`config.mk`:
```
export PLATFORM = sky130hd
export DESIGN_NAME = iob_io_bit_access
export DESIGN_NICKNAME = d
export VERILOG_FILES = /design/src/pkg/iob_pkg.sv /design/src/rtl/iob_flag_cell.sv /design/src/rtl/iob_io_bit_access.sv
export VERILOG_INCLUDE_DIRS = /design/src /design/src/pkg
export SDC_FILE = /design/constraint.sdc
export NUM_CORES = 1
export LEC_CHECK = 0
export BUFFER_PORTS_ARGS = -buffer_cell sky130_fd_sc_hd__buf_2
export CORE_MARGIN = 5
export CORE_UTILIZATION = 48
export DETAILED_ROUTE_END_ITERATION = 10
export GPL_ROUTABILITY_DRIVEN = 0
export PLACE_DENSITY_LB_ADDON = 0.2
export SYNTH_ARGS = -nofsm -noshare
export SYNTH_HDL_FRONTEND = slang
export SYNTH_SLANG_ARGS = --single-unit
```
`constraint.sdc`:
```
create_clock -name core_clk_i -period 2.7 [get_ports core_clk_i]
set_input_delay 0 -clock core_clk_i [delete_from_list [all_inputs] [get_ports core_clk_i]]
set_output_delay 0 -clock core_clk_i [all_outputs]
set_load 0.05 [all_outputs]
```
`src/pkg/iob_io_defines.svh`:
```
// address map, field layouts and reset values for the i/o bit access unit
`ifndef IOB_IO_DEFINES_SVH
`define IOB_IO_DEFINES_SVH

// i/o locations reachable by the short i/o transfers
`define IOB_IO_LAST        6'h3F
// i/o locations reachable by single-bit set, clear and skip
`define IOB_BIT_IO_LAST    6'h1F
// data-space address of i/o location 0x00
`define IOB_DATA_IO_BASE   8'h20
// first data-space address above the i/o and extended i/o regions
`define IOB_DATA_IO_END    9'h100
// full-byte write mask and idle byte
`define IOB_MASK_ALL       8'hFF
`define IOB_BYTE_ZERO      8'h00

// local flag registers: data-space address, write-one-to-clear bits, reset value
`define IOB_FLAG0_ADDR     8'h34
`define IOB_FLAG0_W1C      8'hFF
`define IOB_FLAG0_RESET    8'h00
`define IOB_FLAG1_ADDR     8'h35
`define IOB_FLAG1_W1C      8'hF0
`define IOB_FLAG1_RESET    8'h00

`endif

```
`src/pkg/iob_pkg.sv`:
```
// types shared by the i/o bit access unit
package iob_pkg;

  typedef enum logic [2:0] {
    IOB_IO_READ,
    IOB_IO_WRITE,
    IOB_SET_IO_BIT_OP,
    IOB_CLEAR_IO_BIT_OP,
    IOB_SKIP_IF_IO_BIT_ONE,
    IOB_SKIP_IF_IO_BIT_ZERO,
    IOB_DIRECT_DATA_LOAD,
    IOB_DIRECT_DATA_STORE
  } iob_op_e;

  typedef enum logic {
    IOB_IDLE,
    IOB_ACCESS
  } iob_state_e;

endpackage

```
`src/rtl/iob_flag_cell.sv`:
```
// one 8-bit i/o register with per-bit write-one-to-clear status flags
`timescale 1ns/1ps
`default_nettype none

module iob_flag_cell
#(
  parameter logic [7:0] W1C_MASK = 8'hFF,
  parameter logic [7:0] RESET_VAL = 8'h00
)
(
  input  wire logic       core_clk_i,
  input  wire logic       rst_n_i,
  input  wire logic       wr_i,
  input  wire logic [7:0] wdata_i,
  input  wire logic [7:0] wmask_i,
  input  wire logic [7:0] event_i,
  output logic      [7:0] q_o
);

  logic [7:0] q_reg;
  logic [7:0] q_next;
  logic [7:0] hit;

  assign hit = wr_i ? wmask_i : 8'h00;

  // w1c bits: written one clears, zero keeps, a same-cycle event wins over the clear
  // plain bits: masked write stores, events do not touch them
  always_comb
  begin
    q_next = ((q_reg & ~(hit & wdata_i)) | event_i) & W1C_MASK;
    q_next = q_next | (((hit & wdata_i) | (~hit & q_reg)) & ~W1C_MASK);
  end

  always_ff @(posedge core_clk_i or negedge rst_n_i)
  begin
    if (!rst_n_i)
      q_reg <= RESET_VAL;
    else
      q_reg <= q_next;
  end

  assign q_o = q_reg;

  genvar b;
  generate
    for (b = 0; b < 8; b++)
    begin : g_chk
      if (W1C_MASK[b])
      begin : g_w1c

      end
    end
  endgenerate
endmodule

`default_nettype wire

```
`src/rtl/iob_io_bit_access.sv`:
```
// access unit for the low i/o space: byte transfers, single-bit set/clear and bit skip tests
//
// Operation
// - bit set and clear work at i/o 0x00..0x1F only, refused above
// - in the bit range, test one bit and skip when set or clear
// - some status flags clear on a written one; a written zero keeps them
// - bit set/clear changes only the addressed bit; others masked off
`timescale 1ns/1ps
`default_nettype none
`include "iob_io_defines.svh"

module iob_io_bit_access
  import iob_pkg::*;
(
  input  wire logic           core_clk_i,
  input  wire logic           rst_n_i,
  input  wire logic           req_valid_i,
  output logic                req_ready_o,
  input  wire iob_op_e        req_op_i,
  input  wire logic [15:0]    req_addr_i,
  input  wire logic [2:0]     req_bit_i,
  input  wire logic [7:0]     req_wdata_i,
  output logic                rsp_valid_o,
  output logic                rsp_err_o,
  output logic                rsp_skip_o,
  output logic [7:0]          rsp_rdata_o,
  output logic                per_wr_o,
  output logic                per_rd_o,
  output logic [7:0]          per_addr_o,
  output logic [7:0]          per_wdata_o,
  output logic [7:0]          per_wmask_o,
  input  wire logic [7:0]     per_rdata_i,
  input  wire logic [1:0][7:0] flag_event_i,
  output logic [1:0][7:0]     flag_q_o
);

  localparam logic [1:0][7:0] FLAG_ADDR = {`IOB_FLAG1_ADDR, `IOB_FLAG0_ADDR};

  iob_state_e  state_reg;
  iob_op_e     op_reg;
  logic [7:0]  loc_reg;
  logic [7:0]  loc_next;
  logic [2:0]  bit_reg;
  logic [7:0]  wdata_reg;
  logic [7:0]  wdata_next;
  logic [7:0]  wmask_reg;
  logic [7:0]  wmask_next;
  logic        legal_reg;
  logic        legal_next;
  logic        rsp_valid_reg;
  logic        rsp_err_reg;
  logic        rsp_skip_reg;
  logic [7:0]  rsp_rdata_reg;
  logic        accept;
  logic        is_io;
  logic        is_bit;
  logic        is_direct;
  logic [7:0]  onehot;
  logic        acc_wr;
  logic        acc_rd;
  logic [1:0]  flag_hit;
  logic [7:0]  rd_mux;
  logic        bit_val;

  assign req_ready_o = (state_reg == IOB_IDLE);
  assign accept      = req_valid_i && req_ready_o;
  assign onehot      = 8'h01 << req_bit_i;

  assign is_io     = (req_op_i == IOB_IO_READ) || (req_op_i == IOB_IO_WRITE);
  assign is_bit    = (req_op_i == IOB_SET_IO_BIT_OP) || (req_op_i == IOB_CLEAR_IO_BIT_OP)
                     || (req_op_i == IOB_SKIP_IF_IO_BIT_ONE)
                     || (req_op_i == IOB_SKIP_IF_IO_BIT_ZERO);
  assign is_direct = (req_op_i == IOB_DIRECT_DATA_LOAD) || (req_op_i == IOB_DIRECT_DATA_STORE);

  // decode of the request into a data-space location, legality and byte lanes
  always_comb
  begin
    legal_next = 1'b0;
    loc_next   = req_addr_i[7:0];
    wmask_next = `IOB_MASK_ALL;
    wdata_next = req_wdata_i;
    if (is_direct)
    begin
      // extended i/o lives only in data space; the register file below it is not ours
      legal_next = (req_addr_i >= 16'(`IOB_DATA_IO_BASE))
                   && (req_addr_i < 16'(`IOB_DATA_IO_END));
    end
    else if (is_io)
    begin
      loc_next   = {2'b00, req_addr_i[5:0]} + `IOB_DATA_IO_BASE;
      legal_next = (req_addr_i <= 16'(`IOB_IO_LAST));
    end
    else if (is_bit)
    begin
      loc_next   = {2'b00, req_addr_i[5:0]} + `IOB_DATA_IO_BASE;
      legal_next = (req_addr_i <= 16'(`IOB_BIT_IO_LAST));
      // only the addressed lane is enabled; a clear writes zero there, so no
      // written one can reach a neighbouring write-one-to-clear flag
      wmask_next = onehot;
      wdata_next = (req_op_i == IOB_SET_IO_BIT_OP) ? onehot : `IOB_BYTE_ZERO;
    end
  end

  always_ff @(posedge core_clk_i or negedge rst_n_i)
  begin
    if (!rst_n_i)
      state_reg <= IOB_IDLE;
    else
    begin
      case (state_reg)
        IOB_IDLE:
          if (accept)
            state_reg <= IOB_ACCESS;
        IOB_ACCESS:
          state_reg <= IOB_IDLE;
        default:
          state_reg <= IOB_IDLE;
      endcase
    end
  end

  always_ff @(posedge core_clk_i or negedge rst_n_i)
  begin
    if (!rst_n_i)
    begin
      op_reg    <= IOB_IO_READ;
      loc_reg   <= `IOB_BYTE_ZERO;
      bit_reg   <= 3'h0;
      wdata_reg <= `IOB_BYTE_ZERO;
      wmask_reg <= `IOB_BYTE_ZERO;
      legal_reg <= 1'b0;
    end
    else if (accept)
    begin
      op_reg    <= req_op_i;
      loc_reg   <= loc_next;
      bit_reg   <= req_bit_i;
      wdata_reg <= wdata_next;
      wmask_reg <= wmask_next;
      legal_reg <= legal_next;
    end
  end

  // refused requests never reach the registers
  assign acc_wr = (state_reg == IOB_ACCESS) && legal_reg
                  && ((op_reg == IOB_IO_WRITE) || (op_reg == IOB_DIRECT_DATA_STORE)
                      || (op_reg == IOB_SET_IO_BIT_OP) || (op_reg == IOB_CLEAR_IO_BIT_OP));
  assign acc_rd = (state_reg == IOB_ACCESS) && legal_reg
                  && ((op_reg == IOB_IO_READ) || (op_reg == IOB_DIRECT_DATA_LOAD)
                      || (op_reg == IOB_SKIP_IF_IO_BIT_ONE)
                      || (op_reg == IOB_SKIP_IF_IO_BIT_ZERO));

  genvar g;
  generate
    for (g = 0; g < 2; g++)
    begin : g_flag
      assign flag_hit[g] = (loc_reg == FLAG_ADDR[g]);
      iob_flag_cell
      #(
        .W1C_MASK  ((g == 0) ? `IOB_FLAG0_W1C : `IOB_FLAG1_W1C),
        .RESET_VAL ((g == 0) ? `IOB_FLAG0_RESET : `IOB_FLAG1_RESET)
      )
      u_flag
      (
        .core_clk_i (core_clk_i),
        .rst_n_i    (rst_n_i),
        .wr_i       (acc_wr && flag_hit[g]),
        .wdata_i    (wdata_reg),
        .wmask_i    (wmask_reg),
        .event_i    (flag_event_i[g]),
        .q_o        (flag_q_o[g])
      );
    end
  endgenerate

  // local flag registers shadow the peripheral port at their own addresses
  assign per_wr_o    = acc_wr && (flag_hit == 2'b00);
  assign per_rd_o    = acc_rd && (flag_hit == 2'b00);
  assign per_addr_o  = loc_reg;
  assign per_wdata_o = wdata_reg;
  assign per_wmask_o = wmask_reg;

  assign rd_mux  = flag_hit[0] ? flag_q_o[0] : (flag_hit[1] ? flag_q_o[1] : per_rdata_i);
  assign bit_val = rd_mux[bit_reg];

  always_ff @(posedge core_clk_i or negedge rst_n_i)
  begin
    if (!rst_n_i)
    begin
      rsp_valid_reg <= 1'b0;
      rsp_err_reg   <= 1'b0;
      rsp_skip_reg  <= 1'b0;
      rsp_rdata_reg <= `IOB_BYTE_ZERO;
    end
    else
    begin
      rsp_valid_reg <= (state_reg == IOB_ACCESS);
      if (state_reg == IOB_ACCESS)
      begin
        rsp_err_reg   <= !legal_reg;
        rsp_rdata_reg <= acc_rd ? rd_mux : `IOB_BYTE_ZERO;
        rsp_skip_reg  <= acc_rd && (((op_reg == IOB_SKIP_IF_IO_BIT_ONE) && bit_val)
                         || ((op_reg == IOB_SKIP_IF_IO_BIT_ZERO) && !bit_val));
      end
    end
  end

  assign rsp_valid_o = rsp_valid_reg;
  assign rsp_err_o   = rsp_err_reg;
  assign rsp_skip_o  = rsp_skip_reg;
  assign rsp_rdata_o = rsp_rdata_reg;
endmodule

`default_nettype wire

```
# Yosys cells after proc, flatten, opt, wreduce, memory -nomap -nowiden
# Index checks and enable logic that the tools add are counted.
totals:
  in_bits: 57
  elab_cells: 100
  ff_bits: 59
  output_inout_bits: 54
op_classes:
  n_eq_ne: 16
  magnitude_cmp: 5
  n_reduce_logical: 29
  mux: 22
  add_sub_neg: 1
  bitwise: 13
  n_shift: 1
op_table:
  columns: ["op", "n"]
  rows:
  - ["2-to-1 mux 8 bit", 15]
  - ["AND 8 bit", 4]
  - ["equality test 3 bit, second input constant", 8]
  - ["equality test 8 x 6 -> 1 bit, second input constant", 2]
  - [">= comparator 16 x 6 -> 1 bit, second input constant", 1]
  - ["<= comparator 16 x 5 -> 1 bit, second input constant", 1]
  - ["<= comparator 16 x 6 -> 1 bit, second input constant", 1]
  - ["less-than comparator 16 x 9 -> 1 bit, second input constant", 1]
  - ["NOT 8 bit", 2]
  - ["bitwise OR 8 bit", 2]
  - ["equality test 3 x 2 -> 1 bit, second input constant", 4]
  - ["logical AND 1 bit", 12]
  - ["logical OR 1 bit", 12]
  - ["bitwise OR 8 x 4 -> 8 bit", 1]
  - ["<< shifter 1 x 3 -> 8 bit, first input constant", 1]
  - ["adder 6 x 6 -> 7 bit, second input constant", 1]
  - ["equality test 3 x 1 -> 1 bit, second input constant", 2]
  - ["logical NOT 3 bit", 2]
  - ["2-to-1 mux 1 bit", 5]
  - ["AND 4 bit", 1]
  - ["less-than comparator 3 x 4 -> 1 bit, second input constant", 1]
  - ["NOT 4 bit", 1]
  - ["bitwise OR 4 bit", 1]
  - ["binary-select mux 1 bit (select 3 bit)", 1]
  - ["other kinds (4)", 5]

# Longest topological paths before layout
depth:
  word_depth: 12
  depth_mapped: 9
  mapped_depth_nobuf: 6

# Hierarchy
# Synthesis repeated with hierarchy kept, for this count alone.
unflattened:
  hier_cells: 274
  area_unflattened_um2: 2840.2
modules_own_cells:
  columns: ["module", "area_per_inst_um2", "cells_per_inst", "n_inst"]
  rows:
  - ["iob_io_bit_access", 2187.1, 224, 1]
  - ["iob_flag_cell (g_flag[1].u_flag)", 336.6, 25, 1]
  - ["iob_flag_cell (g_flag[0].u_flag)", 316.6, 25, 1]

# Least setup slack after synthesis
# No wires, ideal clock.
synth_timing:
  kind: "register to register"
  startpoint: "register loc_reg[7], in the netlist per_addr_o[7]"
  endpoint: "register rsp_skip_reg, in the netlist rsp_skip_o"
  path_slack_ns: 0.195
  n_path_buf: 2
  setup_time_ns: 0.087
  arrival_time_ns: 2.418
  required_ns: 2.613
  synth_period_minus_slack_ns: 2.505
  path_stages_with_launch: 9
  cell_sequence: "dfrtp_1 > or4b_1 > buf_2 > or2_1 > buf_6 > a311oi_1 > nor4_1 > o211a_1 > o211ai_1"
synth_between:
  elab_chain_len: 9
  word_cells_on_any_way: 11
  cone_classes: "eq/ne: 2; mux: 4; reduce/logical: 5"
synth_lines:
  columns: ["element", "line_no", "rtl"]
  rows:
  - ["start, declared", "iob_io_bit_access.sv:41", "logic [7:0] loc_reg;"]
  - ["start signal, assigned", "iob_io_bit_access.sv:127", "loc_reg <= `IOB_BYTE_ZERO;"]
  - ["start signal, assigned", "iob_io_bit_access.sv:136", "loc_reg <= loc_next;"]
  - ["equality test 8 x 6 -> 1 bit", "iob_io_bit_access.sv:157", "assign flag_hit[g] = (loc_reg == FLAG_ADDR[g]);"]
  - ["2-to-1 mux 8 bit", "iob_io_bit_access.sv:183", "assign rd_mux = flag_hit[0] ? flag_q_o[0] : (flag_hit[1] ? flag_q_o[1] : per_rdata_i);"]
  - ["2-to-1 mux 8 bit *", "iob_io_bit_access.sv:183", null]
  - ["binary-select mux 1 bit (select 3 bit) *", "iob_io_bit_access.sv:184", "assign bit_val = rd_mux[bit_reg];"]
  - ["2-to-1 mux 1 bit (not written as such) *", "iob_io_bit_access.sv:184", null]
  - ["logical NOT 1 bit", "iob_io_bit_access.sv:203", "|| ((op_reg == IOB_SKIP_IF_IO_BIT_ZERO) && !bit_val));"]
  - ["logical AND 1 bit", "iob_io_bit_access.sv:203", null]
  - ["logical OR 1 bit *", "iob_io_bit_access.sv:203", null]
  - ["logical AND 1 bit *", "iob_io_bit_access.sv:202", "rsp_skip_reg <= acc_rd && (((op_reg == IOB_SKIP_IF_IO_BIT_ONE) && bit_val)"]
  - ["end signal, assigned", "iob_io_bit_access.sv:202", null]
  - ["end, declared", "iob_io_bit_access.sv:52", "logic rsp_skip_reg;"]
# Mark *: on every way between the ends. The rest lies on a longest branch, timed or not. The select of a mux whose other input is x is not followed.
# A chain may end at the register's enable or synchronous reset.

# Worst setup path in the final report
# Ends and elaborated chain as after synthesis.

==> flow_metrics.tcl <==
set metrics [dict create \
    synth-edff-count 0 \
    globalRouteTotalUtil_pct 23.9 \
    numCtsBuffers 9 \
    grt_pass1_wl_mm 13.7 \
    final-setup-viol-count 0 \
    path_max_fanout 10 \
    hold_path.class "in -> reg" \
    max-cap-violations 0 \
    ys_seq_area_share_pct 53.5 \
    slew_headroom_pct 35.5 \
    die_y_um 85.8 \
    min_period_ns 2.42 \
    routed_wl_mm 8.31 \
    rows 27 \
    hold_violations 0 \
    drive_above_1_share_pct 30.6 \
    hold_slack_ns 0.00598 \
    grt_max_degree 44 \
    vias 2769 \
    syn-num-nets 340 \
    clk_pin_slew_ns 0.07 \
    yosys_most_used_dff "dfrtp_1" \
    synthArstFlopShare_pct 100 \
    die_area_sq_um 7370 \
    crit_required_ns 2.96 \
    start_kind "register" \
    fmax_ghz 0.413 \
    powerDensity_nw_per_um2 604 \
    cts_max_level 3 \
    end_kind "register" \
    yosysWarnings 0 \
    netlist_area_sq_um 2760 \
    drv_slew 0 \
    finalSetupTns_ns 0 \
    cts_sinks 59 \
    post-cts-setup-buffer-count 0 \
    rsz0062_at_grt "no" \
    p_leak_nw 1.84 \
    port_buffers 106 \
    insertion_delay_ns 0.33 \
    cts_tree "built" \
    antenna_found_initial 0 \
    syn-instance-count 283 \
    ant_nets 0 \
    critPathKind "reg -> reg" \
    clock_path_buffers 2 \
    synth_cell_type_count 38 \
    dr.pass1.iters 4 \
    diodes 0 \
    fp.dieW_um 85.8 \
    hpwl_mm 5.77 \
    outcome "finished clean" \
    fin_crit_sh_pct 89.7 \
    finClkSkew_ns 0.00799 \
    routedWlPerCell_um 16.3 \
    grt_pass1_vias 2844 \
    peakVddDrop_uv 422 \
    layout.nets 490 \
    worst_pin_slew_ns 0.967 \
    area_delta_synth_final_pct 43.6 \
    worst_ep_arrival_time_ns 2.68 \
    coreArea_sq_um 5540 \
    syn_area_per_cell_sq_um 9.76 \
    globalRouteOverflowTotal 0 \
    ys_seq_elements 59 \
    dr.first_iter.drc_count 136 \
    cts-root-buf "clkbuf_8" \
    viasPerCell 5.43 \
    drc 0 \
    top_level_ports 111 \
    fillCellCount 421 \
    initial_utilization_pct 49.8 \
    largest_register_ffs 12 \
]
## worst paths after layout
kind,from,to,slack [ns],cells after the start
max in group asynchronous,rst_n_i,state_reg,1.54,3
worst min register to register,state_reg,rsp_valid_o,0.42,0
worst max register to register,per_addr_o[7],rsp_skip_o,0.28,6
worst min-delay path,req_wdata_i[1],per_wdata_o[1],0.006,3
worst max-delay path,per_addr_o[7],rsp_skip_o,0.28,6
min in group asynchronous,rst_n_i,rsp_rdata_o[5],0.36,2
## per-layer routing
| layer | vias up | wire [um] | track usage (%) |
|---|---|---|---|
| li1 | 1324 | - | - |
| met1 | 1318 | 3750 | 31.6 |
| met2 | 114 | 3820 | 38.1 |
| met3 | 13 | 589 | 5.19 |
| met4 | 0 | 152 | 9.93 |
| met5 | - | 0 | 0 |
## Yosys cell counts, types with 2 or more instances
cell,count,area (sq um)
buf_2,2,10.0
a22oi_1,5,37.5
a311oi_1,4,35.0
dfrtp_1,59,1480
inv_1,4,15.0
a221oi_1,4,35.0
o2bb2ai_1,8,70.1
nand3b_1,2,15.0
nor3_1,7,35.0
mux2i_1,9,90.1
o21ai_0,6,30.0
nor4_1,7,43.8
nand2_1,41,154
nor4b_1,2,17.5
a21o_1,13,97.6
a21oi_1,27,135
nand3_1,14,70.1
xnor2_1,2,17.5
a32oi_1,2,17.5
mux2_1,2,22.5
nor2b_1,3,18.8
clkbuf_1,10,37.5
mux2_2,3,33.8
nor2_1,30,113
nand2b_1,3,18.8
a31oi_1,2,12.5
## layout by cell type (no fill, tap or decap), types with 8 or more instances in the layout
cell type	count
a21oi_1	27
dlygate4sd3_1	40
a21o_1	13
nor2_1	30
clkbuf_8	10
nand3_1	14
nand2_1	41
dfrtp_1	59
o2bb2ai_1	8
buf_2	106
mux2i_1	9
## where the power goes
group | switching [W] | internal [W]
Combinational | 0.000389 | 0.000186
Sequential | 0.0000858 | 0.000953
Clock | 0.000336 | 0.000446
Total | 0.000811 | 0.00159
## critical path, cell delays in order (launching register included)
cell and delay, ns:
dfrtp_1 0.41, or4b_1 0.59, or2_1 0.41, a311oi_1 0.43, nor4_1 0.13, o211a_1 0.22
o211ai_1 0.16
## stage by stage
stage          area (sq um)  std cells  worst slack, ns  util, %  power, W
2_1_floorplan          2760        283            0.195        -   0.00139
3_3_place_gp           3370        454            0.387     60.9   0.00157
3_5_place_dp           3370        454            0.307     60.9   0.00158
4_1_cts                3970        510            0.304     71.6   0.00241
5_1_grt                3970        510            0.188     71.6   0.00251
6_report               3970        510            0.279     71.6   0.00240
## final cells by class
| class | count | area (sq um) | area share, % |
|---|---|---|---|
| Sequential cell | 59 | 1480 | 37.2 |
| Multi-Input combinational cell | 205 | 1200 | 30.3 |
| Timing Repair Buffer | 153 | 983 | 24.8 |
| Clock buffer | 11 | 141 | 3.56 |
| Tap cell | 72 | 90.1 | 2.27 |
| Clock inverter | 5 | 52.6 | 1.32 |
| Inverter | 5 | 18.8 | 0.473 |
## what timing repair did
action | in CTS | in global routing
hold endpoints to repair | 81 | 0
hold buffers | 40 | 0
gates resized for setup | 0 | 0
## cell families after synthesis
family	count (synthesis)	synth area share (%)
compound gates	75	18.3
xor+xnor	2	0.634
buf+inv	19	2.94
flops	59	53.5
mux	14	5.30
simple gates	114	19.3
Note: power is estimated with default switching activity, not from simulation.
